### config.mk
export PLATFORM = sky130hd
export DESIGN_NAME = can_filter_irq_protect
export DESIGN_NICKNAME = d
export VERILOG_FILES = /design/src/can_filter_pkg_end.sv /design/src/can_filter_pkg.sv /design/src/can_filter_irq_protect.sv
export SDC_FILE = /design/constraint.sdc
export NUM_CORES = 1
export LEC_CHECK = 0
export ABC_AREA = 1
export BUFFER_PORTS_ARGS = -buffer_cell sky130_fd_sc_hd__buf_2
export CORE_AREA = 2 2 132 134
export DETAILED_ROUTE_END_ITERATION = 8
export DIE_AREA = 0 0 134 136
export HOLD_SLACK_MARGIN = 0.12
export PLACE_DENSITY = 0.69
export REMOVE_ABC_BUFFERS = 1
export SETUP_SLACK_MARGIN = 0.1
export SKIP_CTS_REPAIR_TIMING = 1
export SYNTH_ARGS = -nofsm -noshare
export SYNTH_HDL_FRONTEND = slang
export SYNTH_SLANG_ARGS = --single-unit
### constraint.sdc
create_clock -name i_clock -period 2.5 [get_ports i_clock]
set_input_delay 0.5 -clock i_clock [delete_from_list [all_inputs] [get_ports i_clock]]
set_output_delay 0.5 -clock i_clock [all_outputs]
set_load 0.005 [all_outputs]
### src/can_filter_pkg_end.sv
// Intentionally empty companion file of the package.

### src/can_filter_pkg.sv
// Package with register map, field layout, limits and carrier types of the CAN filter block.
package can_filter_pkg;

   // Register byte addresses on the APB slave.
   localparam logic [7:0] OFF_CTRL   = 8'h00;
   localparam logic [7:0] OFF_MCTL2  = 8'h04;
   localparam logic [7:0] OFF_BTA    = 8'h08;
   localparam logic [7:0] OFF_BTB    = 8'h0C;
   localparam logic [7:0] OFF_AFC    = 8'h10;
   localparam logic [7:0] OFF_PAT    = 8'h14;
   localparam logic [7:0] OFF_MASK   = 8'h18;
   localparam logic [7:0] OFF_RXFLG  = 8'h1C;
   localparam logic [7:0] OFF_RXEN   = 8'h20;
   localparam logic [7:0] OFF_TXFLG  = 8'h24;
   localparam logic [7:0] OFF_TXEN   = 8'h28;
   localparam logic [7:0] OFF_ERRCNT = 8'h2C;

   // Bit positions in the receive flag and receive enable registers.
   localparam int FLG_RXF  = 0;
   localparam int FLG_OVR  = 1;
   localparam int FLG_BOFF = 2;
   localparam int FLG_TERR = 3;
   localparam int FLG_RERR = 4;
   localparam int FLG_TWRN = 5;
   localparam int FLG_RWRN = 6;
   localparam int FLG_WUP  = 7;

   // Field positions in the acceptance control and error count registers.
   localparam int AFC_HIT_LSB = 4;
   localparam int ERR_TX_LSB  = 8;

   // Error counter limits.
   localparam logic [8:0] WARN_LIMIT    = 9'h060;
   localparam logic [8:0] PASSIVE_LIMIT = 9'h07F;
   localparam logic [8:0] BUS_OFF_LIMIT = 9'h0FF;

   // Care vectors of the filter compare word.
   localparam logic [31:0] CARE_ALL  = 32'hFFFF_FFFF;
   localparam logic [31:0] CARE_STD  = 32'hFFF8_0000;
   localparam logic [31:0] CARE_HALF = 32'hFFFF_0000;
   localparam logic [31:0] CARE_BYTE = 32'hFF00_0000;

   typedef enum logic [1:0] {
      MODE_SINGLE = 2'h0,
      MODE_DUAL   = 2'h1,
      MODE_QUAD   = 2'h2,
      MODE_CLOSED = 2'h3
   } filter_mode_t;

   // A received frame, presented for one cycle right after its end of frame.
   typedef struct packed {
      logic        valid;
      logic        ide;
      logic        rtr;
      logic        srr;
      logic [28:0] id;
   } rx_frame_t;

   // Locked configuration handed to the frame engine.
   typedef struct packed {
      logic [7:0] module_control_two;
      logic [7:0] bit_timing_a;
      logic [7:0] bit_timing_b;
   } config_t;

endpackage

### src/can_filter_irq_protect.sv
// Acceptance filter, interrupt flags and configuration lock of a CAN controller with an APB slave.
//
// Added by the designer: the register addresses and the APB register port.
`timescale 1ns/1ps
`default_nettype none

module can_filter_irq_protect #(
   parameter int NUM_TX_BUF = 3
) (
   input  wire logic                      i_clock,
   input  wire logic                      i_reset,
   input  wire logic                      psel,
   input  wire logic                      penable,
   input  wire logic                      pwrite,
   input  wire logic [7:0]                paddr,
   input  wire logic [31:0]               pwdata,
   output logic                           pready,
   output logic [31:0]                    prdata,
   output logic                           pslverr,
   input  wire can_filter_pkg::rx_frame_t i_rx_frame,
   input  wire logic [7:0]                i_rx_err_count,
   input  wire logic [8:0]                i_tx_err_count,
   input  wire logic [NUM_TX_BUF-1:0]     i_tx_empty,
   input  wire logic                      i_sleep_ack,
   input  wire logic                      i_power_down,
   input  wire logic                      i_can_rx,
   input  wire logic                      i_tx_bit,
   output logic                           o_can_tx,
   output logic                           o_bus_halt,
   output logic                           o_copy_to_foreground,
   output can_filter_pkg::config_t        o_config,
   output logic                           o_irq_wakeup,
   output logic                           o_irq_error,
   output logic                           o_irq_receive,
   output logic                           o_irq_transmit
);

   typedef struct packed {
      logic                         soft_reset;
      can_filter_pkg::config_t      cfg;
      can_filter_pkg::filter_mode_t mode;
      logic [31:0]                  pattern;
      logic [31:0]                  mask;
      logic [7:0]                   flags;
      logic [7:0]                   rx_en;
      logic [NUM_TX_BUF-1:0]        tx_en;
      logic [1:0]                   hit;
      logic                         bg_full;
      logic [1:0]                   bg_hit;
      logic                         copy_pulse;
      logic [1:0]                   rx_sync;
      logic [31:0]                  rdata;
      logic                         slverr;
   } state_t;

   state_t st;
   state_t next_st;

   // Builds the 32-bit compare word in the layout of the pattern bank.
   function automatic logic [31:0] compare_word(input can_filter_pkg::rx_frame_t f);
      if (f.ide)
         compare_word = {f.id[28:18], f.srr, f.ide, f.id[17:0], f.rtr};
      else
         compare_word = {f.id[10:0], f.rtr, f.ide, 19'h0_0000};
   endfunction

   // A set mask bit makes its position match whatever was received.
   function automatic logic field_match(input logic [31:0] w, input logic [31:0] pat,
                                        input logic [31:0] msk, input logic [31:0] care);
      field_match = ~|((w ^ pat) & ~msk & care);
   endfunction

   // Lowest-numbered hit takes the index.
   function automatic logic [1:0] lowest_hit(input logic [3:0] h);
      if (h[0])
         lowest_hit = 2'h0;
      else if (h[1])
         lowest_hit = 2'h1;
      else if (h[2])
         lowest_hit = 2'h2;
      else
         lowest_hit = 2'h3;
   endfunction

   logic [31:0] word;
   logic [31:0] std_care;
   logic [3:0]  dual_hit;
   logic [3:0]  quad_hit;
   logic [3:0]  hits;
   logic        low_power;
   logic        fire;
   logic        wr;
   logic        rd_setup;

   assign word      = compare_word(i_rx_frame);
   assign std_care  = i_rx_frame.ide ? can_filter_pkg::CARE_ALL : can_filter_pkg::CARE_STD;
   assign low_power = i_sleep_ack | i_power_down | st.soft_reset;
   assign wr        = psel & penable & pwrite;
   assign rd_setup  = psel & ~penable;

   // Each section's pattern and mask slice is shifted up to meet the identifier head.
   generate
      for (genvar k = 0; k < 4; k++)
      begin : g_section
         assign dual_hit[k] = field_match(word, st.pattern << (16 * (k % 2)), st.mask << (16 * (k % 2)),
                                          can_filter_pkg::CARE_HALF & std_care);
         assign quad_hit[k] = field_match(word, st.pattern << (8 * k), st.mask << (8 * k),
                                          can_filter_pkg::CARE_BYTE);
      end
   endgenerate

   // Mode field picks which hit vector counts; closed mode yields none.
   always_comb
   begin
      unique case (st.mode)
         can_filter_pkg::MODE_SINGLE: hits = {3'h0, field_match(word, st.pattern, st.mask, std_care)};
         can_filter_pkg::MODE_DUAL:   hits = {2'h0, dual_hit[1:0]};
         can_filter_pkg::MODE_QUAD:   hits = quad_hit;
         can_filter_pkg::MODE_CLOSED: hits = 4'h0;
      endcase
   end

   // Frames are dropped while halted or asleep, since the engine is not listening then.
   assign fire = i_rx_frame.valid & ~low_power & (|hits);

   // Register read mux; error counters appear here and nowhere as a write target.
   function automatic logic [31:0] read_reg(input state_t s, input logic [7:0] a,
                                            input logic [NUM_TX_BUF-1:0] tx_empty_flag,
                                            input logic [7:0] rxc, input logic [8:0] txc);
      read_reg = 32'h0000_0000;
      unique case (a)
         can_filter_pkg::OFF_CTRL:   read_reg[0] = s.soft_reset;
         can_filter_pkg::OFF_MCTL2:  read_reg[7:0] = s.cfg.module_control_two;
         can_filter_pkg::OFF_BTA:    read_reg[7:0] = s.cfg.bit_timing_a;
         can_filter_pkg::OFF_BTB:    read_reg[7:0] = s.cfg.bit_timing_b;
         can_filter_pkg::OFF_AFC:    read_reg[can_filter_pkg::AFC_HIT_LSB + 1:0] = {s.hit, 2'h0, s.mode};
         can_filter_pkg::OFF_PAT:    read_reg = s.pattern;
         can_filter_pkg::OFF_MASK:   read_reg = s.mask;
         can_filter_pkg::OFF_RXFLG:  read_reg[7:0] = s.flags;
         can_filter_pkg::OFF_RXEN:   read_reg[7:0] = s.rx_en;
         can_filter_pkg::OFF_TXFLG:  read_reg[NUM_TX_BUF-1:0] = tx_empty_flag;
         can_filter_pkg::OFF_TXEN:   read_reg[NUM_TX_BUF-1:0] = s.tx_en;
         can_filter_pkg::OFF_ERRCNT: read_reg[can_filter_pkg::ERR_TX_LSB + 8:0] = {txc, rxc};
         default:                    read_reg = 32'h0000_0000;
      endcase
   endfunction

   // Only aligned words up to the error count register answer without an error.
   function automatic logic mapped(input logic [7:0] a);
      mapped = (a[1:0] == 2'h0) && (a <= can_filter_pkg::OFF_ERRCNT);
   endfunction

   // Next-state logic: register writes, flag set and clear, receive buffer hand-over.
   always_comb
   begin
      logic [7:0] clr;
      logic [7:0] cond;
      logic       fg_busy;
      logic       unlocked;
      clr      = 8'h00;
      cond     = 8'h00;
      next_st  = st;
      unlocked = st.soft_reset;
      fg_busy  = 1'b0;
      next_st.copy_pulse = 1'b0;
      next_st.rx_sync    = {st.rx_sync[0], i_can_rx};

      // Read data and error answer are caught in the setup phase so they come from flops.
      if (rd_setup)
      begin
         next_st.rdata  = read_reg(st, paddr, i_tx_empty, i_rx_err_count, i_tx_err_count);
         next_st.slverr = ~mapped(paddr);
      end

      // Writes; configuration is frozen unless soft reset is set.
      if (wr)
      begin
         unique case (paddr)
            can_filter_pkg::OFF_CTRL:  next_st.soft_reset = pwdata[0];
            can_filter_pkg::OFF_MCTL2: if (unlocked) next_st.cfg.module_control_two = pwdata[7:0];
            can_filter_pkg::OFF_BTA:   if (unlocked) next_st.cfg.bit_timing_a = pwdata[7:0];
            can_filter_pkg::OFF_BTB:   if (unlocked) next_st.cfg.bit_timing_b = pwdata[7:0];
            can_filter_pkg::OFF_AFC:   if (unlocked) next_st.mode = can_filter_pkg::filter_mode_t'(pwdata[1:0]);
            can_filter_pkg::OFF_PAT:   if (unlocked) next_st.pattern = pwdata;
            can_filter_pkg::OFF_MASK:  if (unlocked) next_st.mask = pwdata;
            can_filter_pkg::OFF_RXFLG: clr = pwdata[7:0];
            can_filter_pkg::OFF_RXEN:  next_st.rx_en = pwdata[7:0];
            can_filter_pkg::OFF_TXEN:  next_st.tx_en = pwdata[NUM_TX_BUF-1:0];
            default:                   clr = 8'h00;
         endcase
      end

      // Level conditions from the error counters; while they hold a clear cannot win.
      cond[can_filter_pkg::FLG_RWRN] = {1'b0, i_rx_err_count} >= can_filter_pkg::WARN_LIMIT;
      cond[can_filter_pkg::FLG_TWRN] = i_tx_err_count >= can_filter_pkg::WARN_LIMIT;
      cond[can_filter_pkg::FLG_RERR] = {1'b0, i_rx_err_count} > can_filter_pkg::PASSIVE_LIMIT;
      cond[can_filter_pkg::FLG_TERR] = i_tx_err_count > can_filter_pkg::PASSIVE_LIMIT;
      cond[can_filter_pkg::FLG_BOFF] = i_tx_err_count > can_filter_pkg::BUS_OFF_LIMIT;
      // Dominant level on the synchronised receive line counts as bus activity.
      cond[can_filter_pkg::FLG_WUP]  = ~st.rx_sync[1] & i_sleep_ack & st.rx_en[can_filter_pkg::FLG_WUP];
      next_st.flags = (st.flags & ~clr) | cond;

      // Foreground release lets a waiting background message move up, except in sleep.
      fg_busy = next_st.flags[can_filter_pkg::FLG_RXF];
      if (!fg_busy && st.bg_full && !i_sleep_ack)
      begin
         next_st.flags[can_filter_pkg::FLG_RXF] = 1'b1;
         next_st.hit        = st.bg_hit;
         next_st.bg_full    = 1'b0;
         next_st.copy_pulse = 1'b1;
         fg_busy            = 1'b1;
      end

      // Accepted frame: straight to the foreground, else background, else lost.
      if (fire)
      begin
         if (!fg_busy)
         begin
            next_st.flags[can_filter_pkg::FLG_RXF] = 1'b1;
            next_st.hit        = lowest_hit(hits);
            next_st.copy_pulse = 1'b1;
         end
         else if (!next_st.bg_full)
         begin
            next_st.bg_full = 1'b1;
            next_st.bg_hit  = lowest_hit(hits);
         end
         else
            next_st.flags[can_filter_pkg::FLG_OVR] = 1'b1;
      end
   end

   // State register; soft reset starts set so the block boots configurable.
   always_ff @(posedge i_clock)
   begin
      if (i_reset)
      begin
         st            <= '0;
         st.soft_reset <= 1'b1;
         // The synchroniser starts recessive so that reset is not taken for bus activity.
         st.rx_sync    <= 2'h3;
      end
      else
         st <= next_st;
   end

   // APB answer: zero wait states, read data registered in the setup phase.
   assign pready  = 1'b1;
   assign prdata  = st.rdata;
   assign pslverr = st.slverr & psel & penable;

   // Outputs toward the frame engine and the transceiver.
   assign o_can_tx             = low_power | i_tx_bit;
   assign o_bus_halt           = st.soft_reset;
   assign o_copy_to_foreground = st.copy_pulse;
   assign o_config             = st.cfg;

   // Interrupt lines are plain flag-and-enable products, so they follow the flags directly.
   assign o_irq_wakeup   = st.flags[can_filter_pkg::FLG_WUP] & st.rx_en[can_filter_pkg::FLG_WUP];
   assign o_irq_error    = |(st.flags[6:1] & st.rx_en[6:1]);
   assign o_irq_receive  = st.flags[can_filter_pkg::FLG_RXF] & st.rx_en[can_filter_pkg::FLG_RXF];
   assign o_irq_transmit = |(i_tx_empty & st.tx_en);
endmodule

`default_nettype wire

**Word level (Yosys, flattened, before mapping)**

Cells that the tools add are included.

- Add/subtract/negate cells: 0
- Multiply operators: 0
- Divide/modulo/power cells: 0
- Order comparisons: 6
- Eq/ne operators: 14
- Shifts and indexed selects: 0
- Multiplexer cells: 25
- Bitwise logic cells: 39
- Reductions and logical operators: 35

Operators with widths:

| operator | number |
|---|---|
| 32-bit AND | 7 |
| 32-bit NOT | 4 |
| 32-bit XOR | 4 |
| 32-bit OR reduction | 3 |
| 8-bit by 5-bit equality test with 1-bit output, second input constant | 4 |
| 8-bit by 6-bit equality test with 1-bit output, second input constant | 4 |
| 32-bit 2-to-1 mux | 1 |
| 8-bit OR reduction | 4 |
| 15-bit one-hot mux with 2 select lines | 1 |
| 3-bit one-hot mux with 9 select lines | 1 |
| 9-bit one-hot mux with 3 select lines | 1 |
| 2-bit one-hot mux with 11 select lines | 1 |
| 3-bit AND reduction | 7 |
| 19-bit 2-to-1 mux | 1 |
| 8-bit by 4-bit equality test with 1-bit output, second input constant | 2 |
| 8-bit 2-to-1 mux | 2 |
| 2-bit one-hot mux with 8 select lines | 1 |
| 4-bit one-hot mux with 4 select lines | 1 |
| 1-bit one-hot mux with 12 select lines | 1 |
| 1-bit AND | 11 |
| 2-bit 2-to-1 mux | 5 |
| 9-bit by 7-bit greater-or-equal comparator with 1-bit output, second input constant | 1 |
| 9-bit by 7-bit > comparator with 1-bit output, second input constant | 1 |
| 9-bit by 8-bit > comparator with 1-bit output, second input constant | 1 |
| 24 further kinds | 50 |

- Register bits: 151
- Bits in latches: 0
- RAM bits: 0
- Bits in read-only memories: 0
- Output and inout port bits: 65
- Logic and storage cells: 136
- Memories: 0

**Depth between registers and ports, before layout**

Gate-level depths: netlist of run 1.

- Depth in word-level cells: 13
- Mapped depth: 17

**Worst setup path after synthesis of run 1**

Ideal clock, no wire load.

- Kind: input -> register
- From: in paddr[1]
- To: reg st[53] (netlist bit)
- Setup time: 70 ps
- Arrival: 1840 ps
- Slack: 590 ps
- Cell stages on the path: 11
- Path buffers: 0
- Path through: nor2_1 > inv_1 > nor2_1 > nand2_1 > o21ai_2 > nand3b_1 > nand2_1 > inv_1 > o21ai_0 > nand2_1 > a21oi_1

- Cells in the longest elaborated chain, start to end: 13
- Elaborated cells on any way between the ends: 14
- Those cells by class: 1 x eq/ne; 7 x mux; 3 x bitwise; 3 x reduce/logical

RTL lines:

| item | RTL line | text |
|---|---|---|
| start, declared | can_filter_irq_protect.sv:15 | `input wire logic [7:0] paddr,` |
| 8-bit by 5-bit equality test with 1-bit output * | can_filter_irq_protect.sv:178 | `unique case (paddr)` |
| 8-bit 2-to-1 mux * | can_filter_irq_protect.sv:178 |  |
| 8-bit 2-to-1 mux * | can_filter_irq_protect.sv:176 | `if (wr)` |
| 8-bit NOT * | can_filter_irq_protect.sv:201 | `next_st.flags = (st.flags & ~clr) \| cond;` |
| 8-bit AND * | can_filter_irq_protect.sv:201 |  |
| 8-bit OR * | can_filter_irq_protect.sv:201 |  |
| 1-bit zero test | can_filter_irq_protect.sv:205 | `if (!fg_busy && st.bg_full && !i_sleep_ack)` |
| 1-bit logical AND (2 in series) | can_filter_irq_protect.sv:205 |  |
| 3-bit 2-to-1 mux | can_filter_irq_protect.sv:205 |  |
| 1-bit 2-to-1 mux | can_filter_irq_protect.sv:223 | `else if (!next_st.bg_full)` |
| 1-bit 2-to-1 mux | can_filter_irq_protect.sv:217 | `if (!fg_busy)` |
| 2-bit 2-to-1 mux * | can_filter_irq_protect.sv:215 | `if (fire)` |
| end signal, assigned | can_filter_irq_protect.sv:244 | `st <= next_st;` |
| end, declared | can_filter_irq_protect.sv:56 | `state_t st;` |

Mark *: on every way between the ends. The rest lies on a longest branch, timed or not.
A chain may end at the register's enable or synchronous reset.

**Worst setup path after layout of run 1**

- From: in i_rx_frame[31] (netlist bit)
- To: reg st[53] (netlist bit)

- Cells in the longest elaborated chain, start to end: 10
- Elaborated cells on any way between the ends: 31
- Those cells by class: 4 x mux; 12 x bitwise; 15 x reduce/logical

RTL lines:

| item | RTL line | text |
|---|---|---|
| start, declared | can_filter_irq_protect.sv:20 | `input wire can_filter_pkg::rx_frame_t i_rx_frame,` |
| 32-bit 2-to-1 mux | can_filter_irq_protect.sv:61 | `if (f.ide)` |
| 32-bit XOR, on equally long branches | - |  |
| 32-bit AND, on equally long branches (2 in series) | - |  |
| 32-bit OR reduction, on equally long branches | - |  |
| 1-bit zero test, on equally long branches | - |  |
| 4-bit one-hot mux with 4 select lines * | can_filter_irq_protect.sv:115 | `unique case (st.mode)` |
| 4-bit OR reduction * | can_filter_irq_protect.sv:124 | `assign fire = i_rx_frame.valid & ~low_power & (\|hits);` |
| 1-bit AND * | can_filter_irq_protect.sv:124 |  |
| 2-bit 2-to-1 mux * | can_filter_irq_protect.sv:215 |  |

Marked as above.

==> impl_summary.txt, run 1 <==
----------------------------------------------------
[Run status]
  Result of the run ... completed

[Global routing]
  Combined global-route utilization of all metal layers ... 30.8%
  Gr ovfl total ... 0
  Grt met1 use ... between 40% and 50%
  Via count of the first global-routing pass ... 8120
  Met3 layer usage reported by global route ... 6.94%
  Gr busiest metal ... met2
  Pin count of the biggest net entering global routing ... ~120
  Global routing met2 resource utilization ... 47.8%
  Initial antenna violation count ... 1
  Wire length of the first global-routing pass ... 43300 um

[Setup path]
  Data arrival time of the critical path ... 2.39 ns
  Critical path class ... in -> reg
  Maximum fanout encountered on the critical timing path ... 14
  Required time worst endpoint ... 2.80 ns
  Largest stage delay on the critical path ... 0.21 ns
  Type of element capturing the critical path ... flip-flop
  Most used cell, CP ... sky130_fd_sc_hd__nand2_1
  CP max-delay cell ... sky130_fd_sc_hd__inv_2
  Setup crit start kind ... input port
  Worst reg2reg path depth ... 15
  Chain of cells forming the critical path ... buf_2 > inv_2 > nand2_1 > nand2_1 > inv_1 > nand2_1 > nand3_1 > nand2_1 > nor2_1 > nand2_1 > nor2_1 > nor2_1 > nand4_1 > nand2_2 > inv_2 > nand2_1 > a21oi_1

[Timing]
  Normalized max-slew margin ... a little under three fifths
  Worst Tran Pin Value ... between 0.6 and 0.7 ns
  Minimum clock period ... 2.09 ns
  Max-slew violations ... 0
  Fmax ... 478 MHz
  Tcrit/Tclk final ... 83.7%
  Count of endpoints failing hold in the final timing report ... 0
  Final setup vio count ... 0
  Final clock skew ... ~0.0077 ns
  Unrepaired setup endpoints after global routing ... no

[Power]
  Total internal power ... 4.45 mW
  Power Dens Cells ... 605 nW/um^2
  Clock share of power ... approximately half
  Switching share of power ... around a quarter
  Static Leak ... 4.61 nW
  Worst supply voltage drop on vdd ... 0.490 mV
  Final Total Pwr ... around 5.9 mW
  Share of total power in sequential cells ... 41.5%
  Switching component of the power ... 1.43 mW
  Power share of the combinational group ... 8.8%

[Floorplan]
  Row count ... 48
  Vertical extent of the die ... 136 um
  Horizontal die dimension ... between 100 and 150 um
  Effective utilization at floorplan ... 49.0%
  Full die area ... 18200 um^2
  I/O pin cnt ... 167
  Area of the core ... 16900 um^2

[Final layout]
  Area added between synthesis and finish ... 17.6%
  Commonest cells after routing, fill and taps aside ... sky130_fd_sc_hd__nand2_1 (270), sky130_fd_sc_hd__inv_1 (170), sky130_fd_sc_hd__buf_2 (165)
  Nets@finish ... 1478
  Share of cells above drive strength 1 ... 17.6%
  Number of fill cells ... 1713
  Final Instance Count excl. Fillers ... approximately 1600
  Most common library cell in the layout ignoring fill and taps ... sky130_fd_sc_hd__nand2_1

[Clocking]
  CTS clock-pin slew for the worst setup and hold paths ... 0.07 ns
  Clock tree from TritonCTS ... yes
  Number of clock sinks ... 151
  Root buffer cell ... sky130_fd_sc_hd__clkbuf_16
  Inserted Clock Buffers ... 17
  H-tree levels ... 4
  Number of buffers on the longest clock path ... 2
  Skew-Pair Late Insertion Delay ... around 0.44 ns

[Route]
  Drt initial violations ... 870
  Antenna Violating Nets Remaining ... 0
  First-pass detailed-route iteration total ... 6
  Total wirelength of the detailed-routed design ... about 28000 um
  Detail-routed via count per cell ... 5.50
  Detail-routed net length per standard cell ... ~17 um
  Number of vias in the routed layout ... between 8000 and 9000
  Number of DRC violations after detailed routing ... 0

[Logic synthesis]
  Fraction of registers with async set or reset after synthesis ... 0%
  Count of cell types in the netlist ... 36
  Mean Syn Cell Area ... around 6.5 um^2
  Post-synthesis register bit count ... approximately 150
  Dominant cells by area after synthesis ... sky130_fd_sc_hd__dfxtp_1 (37%), sky130_fd_sc_hd__nand2_1 (12%), sky130_fd_sc_hd__o21ai_0 (8.2%), sky130_fd_sc_hd__a21oi_1 (8.2%), sky130_fd_sc_hd__inv_1 (7.8%)
  Count of warnings emitted by yosys ... 0
  Area fraction of the dominant cell type after synthesis ... 36.5%
  Count of flip-flops with a built-in enable after synthesis ... 0
  Cell area after synthesis ... 8270 um^2
  Synthesized instance count ... between 1000 and 1500
  Cell type with the highest aggregate area in the netlist ... sky130_fd_sc_hd__dfxtp_1
  Commonest register cell after synthesis ... sky130_fd_sc_hd__dfxtp_1
  Proportion of synthesized chip area in sequential cells ... 36.5%

[Placed design]
  Final RePlAce weighted congestion ... 0.941
  Number of buffers added on ports ... 165
  Cell Count Post-Placement ... 1582
  Placed wire-length estimate after detailed placement ... 20700 um

[Hold path]
  Worst hold path class ... in -> reg
  Count of cells along the worst hold path ... 2

[Job]
  Max Cap Viol ... 0

----------------------------------------------------
==> worst paths after layout <==
kind / from / endpoint / slack, ns
worst min-delay path: i_can_rx / next_st[34] / 0.24
worst max register to register: st[95] / st[53] / 0.56
worst min register to register: next_st[34] / st[34] / 0.41
worst max-delay path: i_rx_frame[31] / st[53] / 0.41
==> synth_stat cells (all sizes together), types with 2 or more instances <==
cell / instances
o31ai: 2
a31oi: 2
a211oi: 3
dfxtp: 151
nor2: 87
o2bb2ai: 2
a21oi: 135
clkinv: 2
a221oi: 18
nor3: 2
o221ai: 24
nand3b: 2
o2111ai: 2
o22ai: 4
nand2: 274
or2: 2
nand3: 124
clkbuf: 39
nand4: 5
o21ai: 138
inv: 173
buf: 68
==> power groups by stage <==
stage / combinational (mW) / clock, mW / sequential [mW]
after floorplan: 0.249 / 0 / 2.49
after global placement: 0.504 / 0 / 2.49
after detailed placement: 0.506 / 0 / 2.49
after CTS: 0.510 / 2.94 / 2.44
after global routing: 0.573 / 3.06 / 2.44
final: 0.516 / 2.92 / 2.44
==> layer usage <==
| layer | vias to the layer above | share of wire, % | routed length, um |
|---|---|---|---|
| li1 | 4355 | - | - |
| met1 | 4081 | 44 | 12300 |
| met2 | 383 | 45 | 12500 |
| met3 | 62 | 7.6 | 2110 |
| met4 | 0 | 3.4 | 943 |
| met5 | - | 0 | 0 |
==> flip-flops by register name, summed over array words and instances, names as in the netlist <==
signal                count
st                       92
o_copy_to_foreground      1
o_bus_halt                1
next_st                   1
o_config                 24
prdata                   32
==> critical path, delay by kind of cell <==
kind	cells	cell delay, ns
buffers and inverters	4	0.49
AO/OA/AOI/OAI	1	0.07
AND/OR/NAND/NOR	12	1.33
==> cells by family after synthesis <==
kind of cell              synth area share [%]
DFF                                       36.5
and+or+nand+nor                           25.1
other                                   0.0453
xor gates and xnor gates                 0.106
AOI/OAI and AO/OA                         22.4
buffers and inverters                     15.8
==> layout make-up <==
cell class / instances / area [um^2] / area share [%]
Antenna cell: 1 / 2.50 / 0.0257
Inverter: 175 / 657 / 6.76
Clock buffer: 19 / 453 / 4.66
Timing Repair Buffer: 199 / 1130 / 11.6
Tap cell: 225 / 282 / 2.90
Sequential cell: 151 / 3020 / 31.1
Multi-Input combinational cell: 832 / 3960 / 40.7
Clock inverter: 13 / 219 / 2.25
==> through the flow <==
| step | utilization, % | TNS, ns | cell area, um^2 | setup WS [ns] | hold slack (ns) |
|---|---|---|---|---|---|
| 6_report | 57.6 | 0 | 9720 | 0.408 | 0.242 |
| 5_1_grt | 57.6 | 0 | 9720 | 0.145 | 0.237 |
| 4_1_cts | 57.6 | 0 | 9720 | 0.446 | 0.234 |
| 3_5_place_dp | 53.6 | -0.00845 | 9050 | -0.00490 | 0.397 |
| 3_3_place_gp | 53.6 | 0 | 9050 | 0.0152 | 0.393 |
| 2_1_floorplan | - | -15.70 | 7620 | -0.601 | 0.389 |
Note: power is estimated with default switching activity, not from simulation.
==> run 2: changes to the inputs <==
--- a/config.mk
+++ b/config.mk
@@ -5,11 +5,11 @@
 export SDC_FILE = /design/constraint.sdc
 export NUM_CORES = 1
 export LEC_CHECK = 0
-export ABC_AREA = 1
+export ABC_AREA = 0
 export BUFFER_PORTS_ARGS = -buffer_cell sky130_fd_sc_hd__buf_2
-export CORE_AREA = 2 2 132 134
+export CORE_AREA = 2 2 129 131
 export DETAILED_ROUTE_END_ITERATION = 8
-export DIE_AREA = 0 0 134 136
+export DIE_AREA = 0 0 131 133
 export HOLD_SLACK_MARGIN = 0.12
 export PLACE_DENSITY = 0.69
 export REMOVE_ABC_BUFFERS = 1
==> constraint.sdc (replaced) <==
create_clock -name i_clock -period 2.1 [get_ports i_clock]
set_input_delay 0.42 -clock i_clock [delete_from_list [all_inputs] [get_ports i_clock]]
set_output_delay 0.42 -clock i_clock [all_outputs]
set_load 0.005 [all_outputs]
==> impl_summary.txt, run 2 <==
----------------------------------------------------
[Power]
  Clock share of power ... 47.6%
  Switching component of the power ... 1.61 mW
  Power share of the combinational group ... around a tenth
  Share of total power in sequential cells ... 42.7%
  Power Dens Cells ... roughly 660 nW/um^2
  Switching share of power ... 23.5%
  Worst supply voltage drop on vdd ... 0.558 mV
  Static Leak ... between 4 and 5 nW
  Total internal power ... 5.23 mW

[Floorplan]
  Horizontal die dimension ... roughly 130 um
  Full die area ... 17400 um^2
  Effective utilization at floorplan ... 48.8%
  Row count ... 47
  Area of the core ... 16200 um^2
  Vertical extent of the die ... 133 um
  I/O pin cnt ... 167

[Final layout]
  Share of cells above drive strength 1 ... 31.9%
  Core utilization of the finished layout ... 63.7%
  Flip-flop count of the largest register, all copies and words added ... 92
  Commonest cells after routing, fill and taps aside ... sky130_fd_sc_hd__nand2_1 (191), sky130_fd_sc_hd__buf_2 (163), sky130_fd_sc_hd__dfxtp_1 (149)
  Summed area of non-filler cells in the final layout ... 10300 um^2
  Number of fill cells ... 1465
  Nets@finish ... 1300
  Antenna diodes ... 0
  Most common library cell in the layout ignoring fill and taps ... sky130_fd_sc_hd__nand2_1
  Top register by number of flip-flops ... st
  Area added between synthesis and finish ... 30.6%

[Route]
  Detail-routed via count per cell ... 5.65
  Number of vias in the routed layout ... 8081
  Number of DRC violations after detailed routing ... 0
  Detail-routed net length per standard cell ... approximately 18 um
  Drt initial violations ... 796
  First-pass detailed-route iteration total ... 7
  Antenna Violating Nets Remaining ... 0
  Total wirelength of the detailed-routed design ... 25800 um

[Timing]
  Final setup vio count ... 8
  Max-slew violations ... 0
  Unrepaired setup endpoints after global routing ... yes
  Minimum clock period ... around 2.4 ns
  Worst Tran Pin Value ... 0.533 ns
  Final clock skew ... 0.0114 ns
  Fmax ... 422 MHz
  Setup slack after layout ... -0.270 ns
  Tcrit/Tclk final ... 113%
  Normalized max-slew margin ... 64.4%
  Count of endpoints failing hold in the final timing report ... 0
  Worst hold margin ... 0.165 ns

[Hold path]
  Worst hold path class ... in -> reg
  Count of cells along the worst hold path ... 2
  Terminating pin of the worst hold path ... next_st[34]
  Origin of the worst min-delay path ... i_can_rx

[Global routing]
  Wire length of the first global-routing pass ... 39500 um
  Via count of the first global-routing pass ... ~7300
  Gr ovfl total ... 0
  Pin count of the biggest net entering global routing ... slightly below 90
  Initial antenna violation count ... 0
  Gr busiest metal ... met2
  Combined global-route utilization of all metal layers ... 29.2%
  Global routing met2 resource utilization ... 43.8%
  Met3 layer usage reported by global route ... around 6.2%
  Grt met1 use ... 42.2%

[Clocking]
  Inserted Clock Buffers ... 17
  Root buffer cell ... sky130_fd_sc_hd__clkbuf_16
  Clock tree from TritonCTS ... yes
  Number of clock sinks ... around 150
  Number of buffers on the longest clock path ... 2
  Skew-Pair Late Insertion Delay ... 0.43 ns
  CTS clock-pin slew for the worst setup and hold paths ... 0.07 ns
  H-tree levels ... 4

[Logic synthesis]
  Commonest register cell after synthesis ... sky130_fd_sc_hd__dfxtp_1
  Proportion of synthesized chip area in sequential cells ... approximately two fifths
  Cell area after synthesis ... approximately 8000 um^2
  Count of cell types in the netlist ... 55
  Synthesized instance count ... 992
  Cell types with the highest counts after synthesis ... sky130_fd_sc_hd__nand2_1 (192), sky130_fd_sc_hd__dfxtp_1 (151), sky130_fd_sc_hd__a21oi_1 (124)
  Most used standard cell by instance count after synthesis ... sky130_fd_sc_hd__nand2_1
  Area fraction of the dominant cell type after synthesis ... 38.3%
  Count of flip-flops with a built-in enable after synthesis ... 0
  Cell type with the highest aggregate area in the netlist ... sky130_fd_sc_hd__dfxtp_1
  Dominant cells by area after synthesis ... sky130_fd_sc_hd__dfxtp_1 (38%), sky130_fd_sc_hd__nand2_1 (9.1%), sky130_fd_sc_hd__a21oi_1 (7.9%), sky130_fd_sc_hd__buf_4 (5.4%), sky130_fd_sc_hd__xor2_1 (3.9%)
  Count of warnings emitted by yosys ... 0
  Mean Syn Cell Area ... ~8.0 um^2
  Post-synthesis register bit count ... 151
  Fraction of registers with async set or reset after synthesis ... 0%

[Setup path]
  Setup slack, reg-to-reg ... -0.20 ns
  Required time worst endpoint ... 2.44 ns
  Worst reg2reg path depth ... 10
  Setup crit start kind ... input port
  Data arrival time of the critical path ... 2.71 ns
  Worst r2r dst ... st[38]
  Type of element capturing the critical path ... flip-flop
  RR Startpoint ... st[93]
  Critical path class ... in -> reg
  Maximum fanout encountered on the critical timing path ... 6

[Placed design]
  Final RePlAce weighted congestion ... 0.954
  Placed wire-length estimate after detailed placement ... 18800 um
  Number of buffers added on ports ... 165
  Post-DP Area ... 9390 um^2

[Run status]
  Result of the run ... complete, but fails checks
  Violations in the final reports ... setup timing

[Job]
  Max Cap Viol ... 0

----------------------------------------------------
-- run 2: kinds of logic (layout without fill, tap and decap cells) --
group | Yosys count | after routing | synth area share (%)
simple gates | 369 | 369 | 20.2
compound gates | 253 | 253 | 20.9
flops | 151 | 151 | 38.3
buf+inv | 132 | 350 | 9.18
xor+xnor | 53 | 53 | 5.88
mux | 33 | 33 | 5.47
other cells | 1 | 1 | 0.0475
-- run 2: per-layer routing --
| layer | vias to the layer above | share of wire (%) |
|---|---|---|
| met2 | 392 | 46 |
| met4 | 0 | 1.6 |
| met1 | 3805 | 44 |
| met3 | 36 | 8.3 |
| met5 | - | 0 |
| li1 | 3848 | - |
-- run 2: worst max path at each step --
stage	slack (ns)	cells past startpoint	to	startpoint
floorplan	-1.30	5	st[100]	paddr[5]
global placement	-0.69	10	st[37]	i_rx_frame[31]
detailed placement	-0.75	10	st[37]	i_rx_frame[31]
CTS	-0.31	10	st[38]	i_rx_frame[31]
global route	-0.38	11	st[38]	i_rx_frame[31]
finish	-0.27	11	st[38]	i_rx_frame[31]
-- run 2: layout make-up --
| type | instances | area (um^2) | area share, % |
|---|---|---|---|
| clock buffer | 20 | 447 | 4.33 |
| clock inverter | 11 | 173 | 1.68 |
| inverter | 7 | 26.3 | 0.255 |
| multi-input combinational | 709 | 4290 | 41.6 |
| sequential | 151 | 3030 | 29.4 |
| tap | 220 | 275 | 2.67 |
| timing repair buffer | 312 | 2070 | 20.0 |
-- run 2: per-stage QoR --
step	instances	TNS (ns)	setup slack [ns]	total power, mW
after floorplan	867	-105.53	-1.30	3.22
after global placement	1385	-12.05	-0.693	3.59
after detailed placement	1385	-13.29	-0.750	3.59
after CTS	1416	-2.14	-0.306	6.80
after global routing	1430	-2.31	-0.379	7.01
final	1430	-1.63	-0.270	6.84
-- run 2: power by group through the flow --
stage / clock, mW / sequential (mW) / combinational [mW]
2_1_floorplan: 0 / 2.98 / 0.235
3_3_place_gp: 0 / 2.98 / 0.610
3_5_place_dp: 0 / 2.98 / 0.613
4_1_cts: 3.27 / 2.92 / 0.615
5_1_grt: 3.37 / 2.92 / 0.714
6_report: 3.25 / 2.92 / 0.665
-- run 2: worst max-delay path: stages --
cell and delay [ns]:
sky130_fd_sc_hd__buf_8 0.09, sky130_fd_sc_hd__buf_12 0.15, sky130_fd_sc_hd__mux2i_4 0.33, sky130_fd_sc_hd__buf_6 0.15, sky130_fd_sc_hd__mux2i_2 0.22, sky130_fd_sc_hd__o2111ai_2 0.15, sky130_fd_sc_hd__nor4_2 0.35, sky130_fd_sc_hd__a22o_2 0.30
sky130_fd_sc_hd__o31ai_2 0.09, sky130_fd_sc_hd__buf_4 0.17, sky130_fd_sc_hd__a221oi_2 0.27
==> run 3: changes to the inputs <==
--- a/config.mk
+++ b/config.mk
@@ -7,11 +7,13 @@
 export LEC_CHECK = 0
 export ABC_AREA = 0
 export BUFFER_PORTS_ARGS = -buffer_cell sky130_fd_sc_hd__buf_2
-export CORE_AREA = 2 2 129 131
+export CELL_PAD_IN_SITES_DETAIL_PLACEMENT = 1
+export CELL_PAD_IN_SITES_GLOBAL_PLACEMENT = 1
+export CORE_AREA = 2 2 144 146
 export DETAILED_ROUTE_END_ITERATION = 8
-export DIE_AREA = 0 0 131 133
+export DIE_AREA = 0 0 146 148
 export HOLD_SLACK_MARGIN = 0.12
-export PLACE_DENSITY = 0.69
+export PLACE_DENSITY = 0.75
 export REMOVE_ABC_BUFFERS = 1
 export SETUP_SLACK_MARGIN = 0.1
 export SKIP_CTS_REPAIR_TIMING = 1
==> impl_summary.txt, run 3 (same netlist as run 2, synthesis figures left out) <==
----------------------------------------------------
[Job]
  Max Cap Viol ... 0

[Route]
  Number of DRC violations after detailed routing ... 0
  Drt initial violations ... 771
  Detail-routed via count per cell ... 5.58
  Antenna Violating Nets Remaining ... 0
  Detail-routed net length per standard cell ... slightly above 20 um
  Total wirelength of the detailed-routed design ... just over 30000 um
  First-pass detailed-route iteration total ... 8
  Number of vias in the routed layout ... 8203

[Setup path]
  CP max-delay cell ... sky130_fd_sc_hd__or4_4
  Total buffers and inverters traversed by the critical path ... 4
  RR Startpoint ... st[96]
  Worst r2r dst ... st[37]
  Worst reg2reg path depth ... 8
  Required time worst endpoint ... ~2.4 ns
  Most used cell, CP ... sky130_fd_sc_hd__buf_6
  Critical path class ... in -> reg
  Data arrival time of the critical path ... 2.68 ns
  Chain of cells forming the critical path ... buf_8 > buf_12 > mux2i_4 > buf_6 > xor2_1 > nor2_1 > or4_4 > o22ai_4 > buf_6 > o311ai_2 > mux2_2
  Type of element capturing the critical path ... flip-flop
  Maximum fanout encountered on the critical timing path ... 8
  Setup slack, reg-to-reg ... -0.22 ns
  Setup crit start kind ... input port
  Largest stage delay on the critical path ... 0.54 ns
  Largest delay contributor family on the critical path ... multiplexers

[Final layout]
  Number of fill cells ... ~2500
  Area added between synthesis and finish ... 28.9%
  Top register by number of flip-flops ... st
  Share of cells above drive strength 1 ... 31.0%
  Sequential cell area ... 3030 um^2
  Commonest cells after routing, fill and taps aside ... sky130_fd_sc_hd__nand2_1 (192), sky130_fd_sc_hd__buf_2 (163), sky130_fd_sc_hd__dfxtp_1 (149)
  Most common library cell in the layout ignoring fill and taps ... sky130_fd_sc_hd__nand2_1
  Area used by multi-input combinational logic ... between 4000 and 5000 um^2
  Nets@finish ... 1288
  Antenna diodes ... 0
  Flip-flop count of the largest register, all copies and words added ... 92

[Clocking]
  Clock tree from TritonCTS ... yes
  CTS clock-pin slew for the worst setup and hold paths ... 0.07 ns
  H-tree levels ... 4
  Inserted Clock Buffers ... 17
  Number of buffers on the longest clock path ... 2
  Number of clock sinks ... 151
  Skew-Pair Late Insertion Delay ... ~0.44 ns
  Root buffer cell ... sky130_fd_sc_hd__clkbuf_16

[Timing]
  Max-slew violations ... 0
  Setup Total Neg Slack ... -1.86 ns
  Tcrit/Tclk final ... 112%
  Setup slack after layout ... -0.262 ns
  Minimum clock period ... 2.36 ns
  Worst Tran Pin Value ... 0.547 ns
  Final clock skew ... 0.00876 ns
  Unrepaired setup endpoints after global routing ... yes
  Final setup vio count ... 8
  Fmax ... 423 MHz
  Count of endpoints failing hold in the final timing report ... 0
  Normalized max-slew margin ... 63.5%

[Placed design]
  Number of buffers added on ports ... 165
  Placed wire-length estimate after detailed placement ... ~22000 um
  Place WS ... -0.833 ns
  Final RePlAce weighted congestion ... a little over 0.9

[Floorplan]
  Row count ... 52
  Area of the core ... 20000 um^2
  I/O pin cnt ... roughly 170
  Vertical extent of the die ... between 100 and 150 um
  Horizontal die dimension ... roughly 150 um
  Effective utilization at floorplan ... ~40%
  Full die area ... 21600 um^2

[Run status]
  Violations in the final reports ... setup timing
  Result of the run ... complete, but fails checks

[Global routing]
  Combined global-route utilization of all metal layers ... 27.5%
  Pin count of the biggest net entering global routing ... 74
  Via count of the first global-routing pass ... 8324
  Wire length of the first global-routing pass ... 46800 um
  Gr ovfl total ... 0
  Initial antenna violation count ... 0

[Hold path]
  Count of cells along the worst hold path ... 2
  Worst hold path class ... in -> reg
  Terminating pin of the worst hold path ... next_st[34]
  Origin of the worst min-delay path ... i_can_rx

[Power]
  Worst supply voltage drop on vdd ... 0.593 mV
  Power Dens Cells ... 666 nW/um^2
  Static Leak ... 4.12 nW

----------------------------------------------------
-- run 3: cell types whose count changed in the layout (fill, tap and decap cells not counted), sizes merged --
| cell | delta |
|---|---|
| buf | -11 |
| clkinv | +4 |
| clkbuf | -3 |
| bufinv | -1 |
-- run 3: worst register-to-register path, stage by stage (launching register included) --
cell and delay, ns:
sky130_fd_sc_hd__dfxtp_1 0.46, sky130_fd_sc_hd__xnor2_2 0.14, sky130_fd_sc_hd__o22ai_1 0.18, sky130_fd_sc_hd__nor4_1 0.08, sky130_fd_sc_hd__buf_4 0.14, sky130_fd_sc_hd__a21o_1 0.18, sky130_fd_sc_hd__a22o_2 0.32, sky130_fd_sc_hd__o311ai_2 0.33
sky130_fd_sc_hd__mux2_2 0.37
-- run 3: layout make-up --
class                      count  area share (%)
tap                          270            3.32
timing repair buffer         300            18.8
clock buffer                  18            4.22
inverter                       7           0.258
multi-input combinational    709            42.0
sequential                   151            29.7
clock inverter                14            1.71
-- run 3: worst max-delay path by stage --
stage	from	endpoint	slack, ns	cells past startpoint
6_report	i_rx_frame[31]	st[37]	-0.26	11
5_1_grt	i_rx_frame[31]	st[40]	-0.40	9
4_1_cts	i_rx_frame[31]	st[40]	-0.43	9
3_5_place_dp	i_rx_frame[31]	st[40]	-0.83	9
3_3_place_gp	i_rx_frame[31]	st[40]	-0.70	9
2_1_floorplan	paddr[5]	st[100]	-1.30	5
-- run 3: per-layer routing --
| layer | track usage [%] | share of wire, % | vias up |
|---|---|---|---|
| li1 | - | - | 3824 |
| met1 | 36.9 | 44 | 4028 |
| met2 | 45.0 | 48 | 299 |
| met3 | 4.17 | 5.5 | 52 |
| met4 | 9.81 | 2.4 | 0 |
| met5 | 0 | 0 | - |
-- run 3: power breakdown --
| group | internal, mW | switching (mW) |
|---|---|---|
| Combinational | 0.287 | 0.367 |
| Sequential | 2.90 | 0.0196 |
| Clock | 1.88 | 1.33 |
| Total | 5.06 | 1.71 |
-- run 3: through the flow --
| step | area, um^2 | hold slack [ns] | util (%) | power, mW | cells |
|---|---|---|---|---|---|
| after global routing | 10200 | 0.161 | 50.8 | 6.96 | 1469 |
| after CTS | 9950 | 0.160 | 49.6 | 6.77 | 1459 |
| after global placement | 9340 | 0.395 | 46.6 | 3.59 | 1427 |
| after detailed placement | 9340 | 0.407 | 46.6 | 3.60 | 1427 |
| after floorplan | 7190 | 0.389 | - | 3.22 | 867 |
| final | 10200 | 0.164 | 50.8 | 6.78 | 1469 |
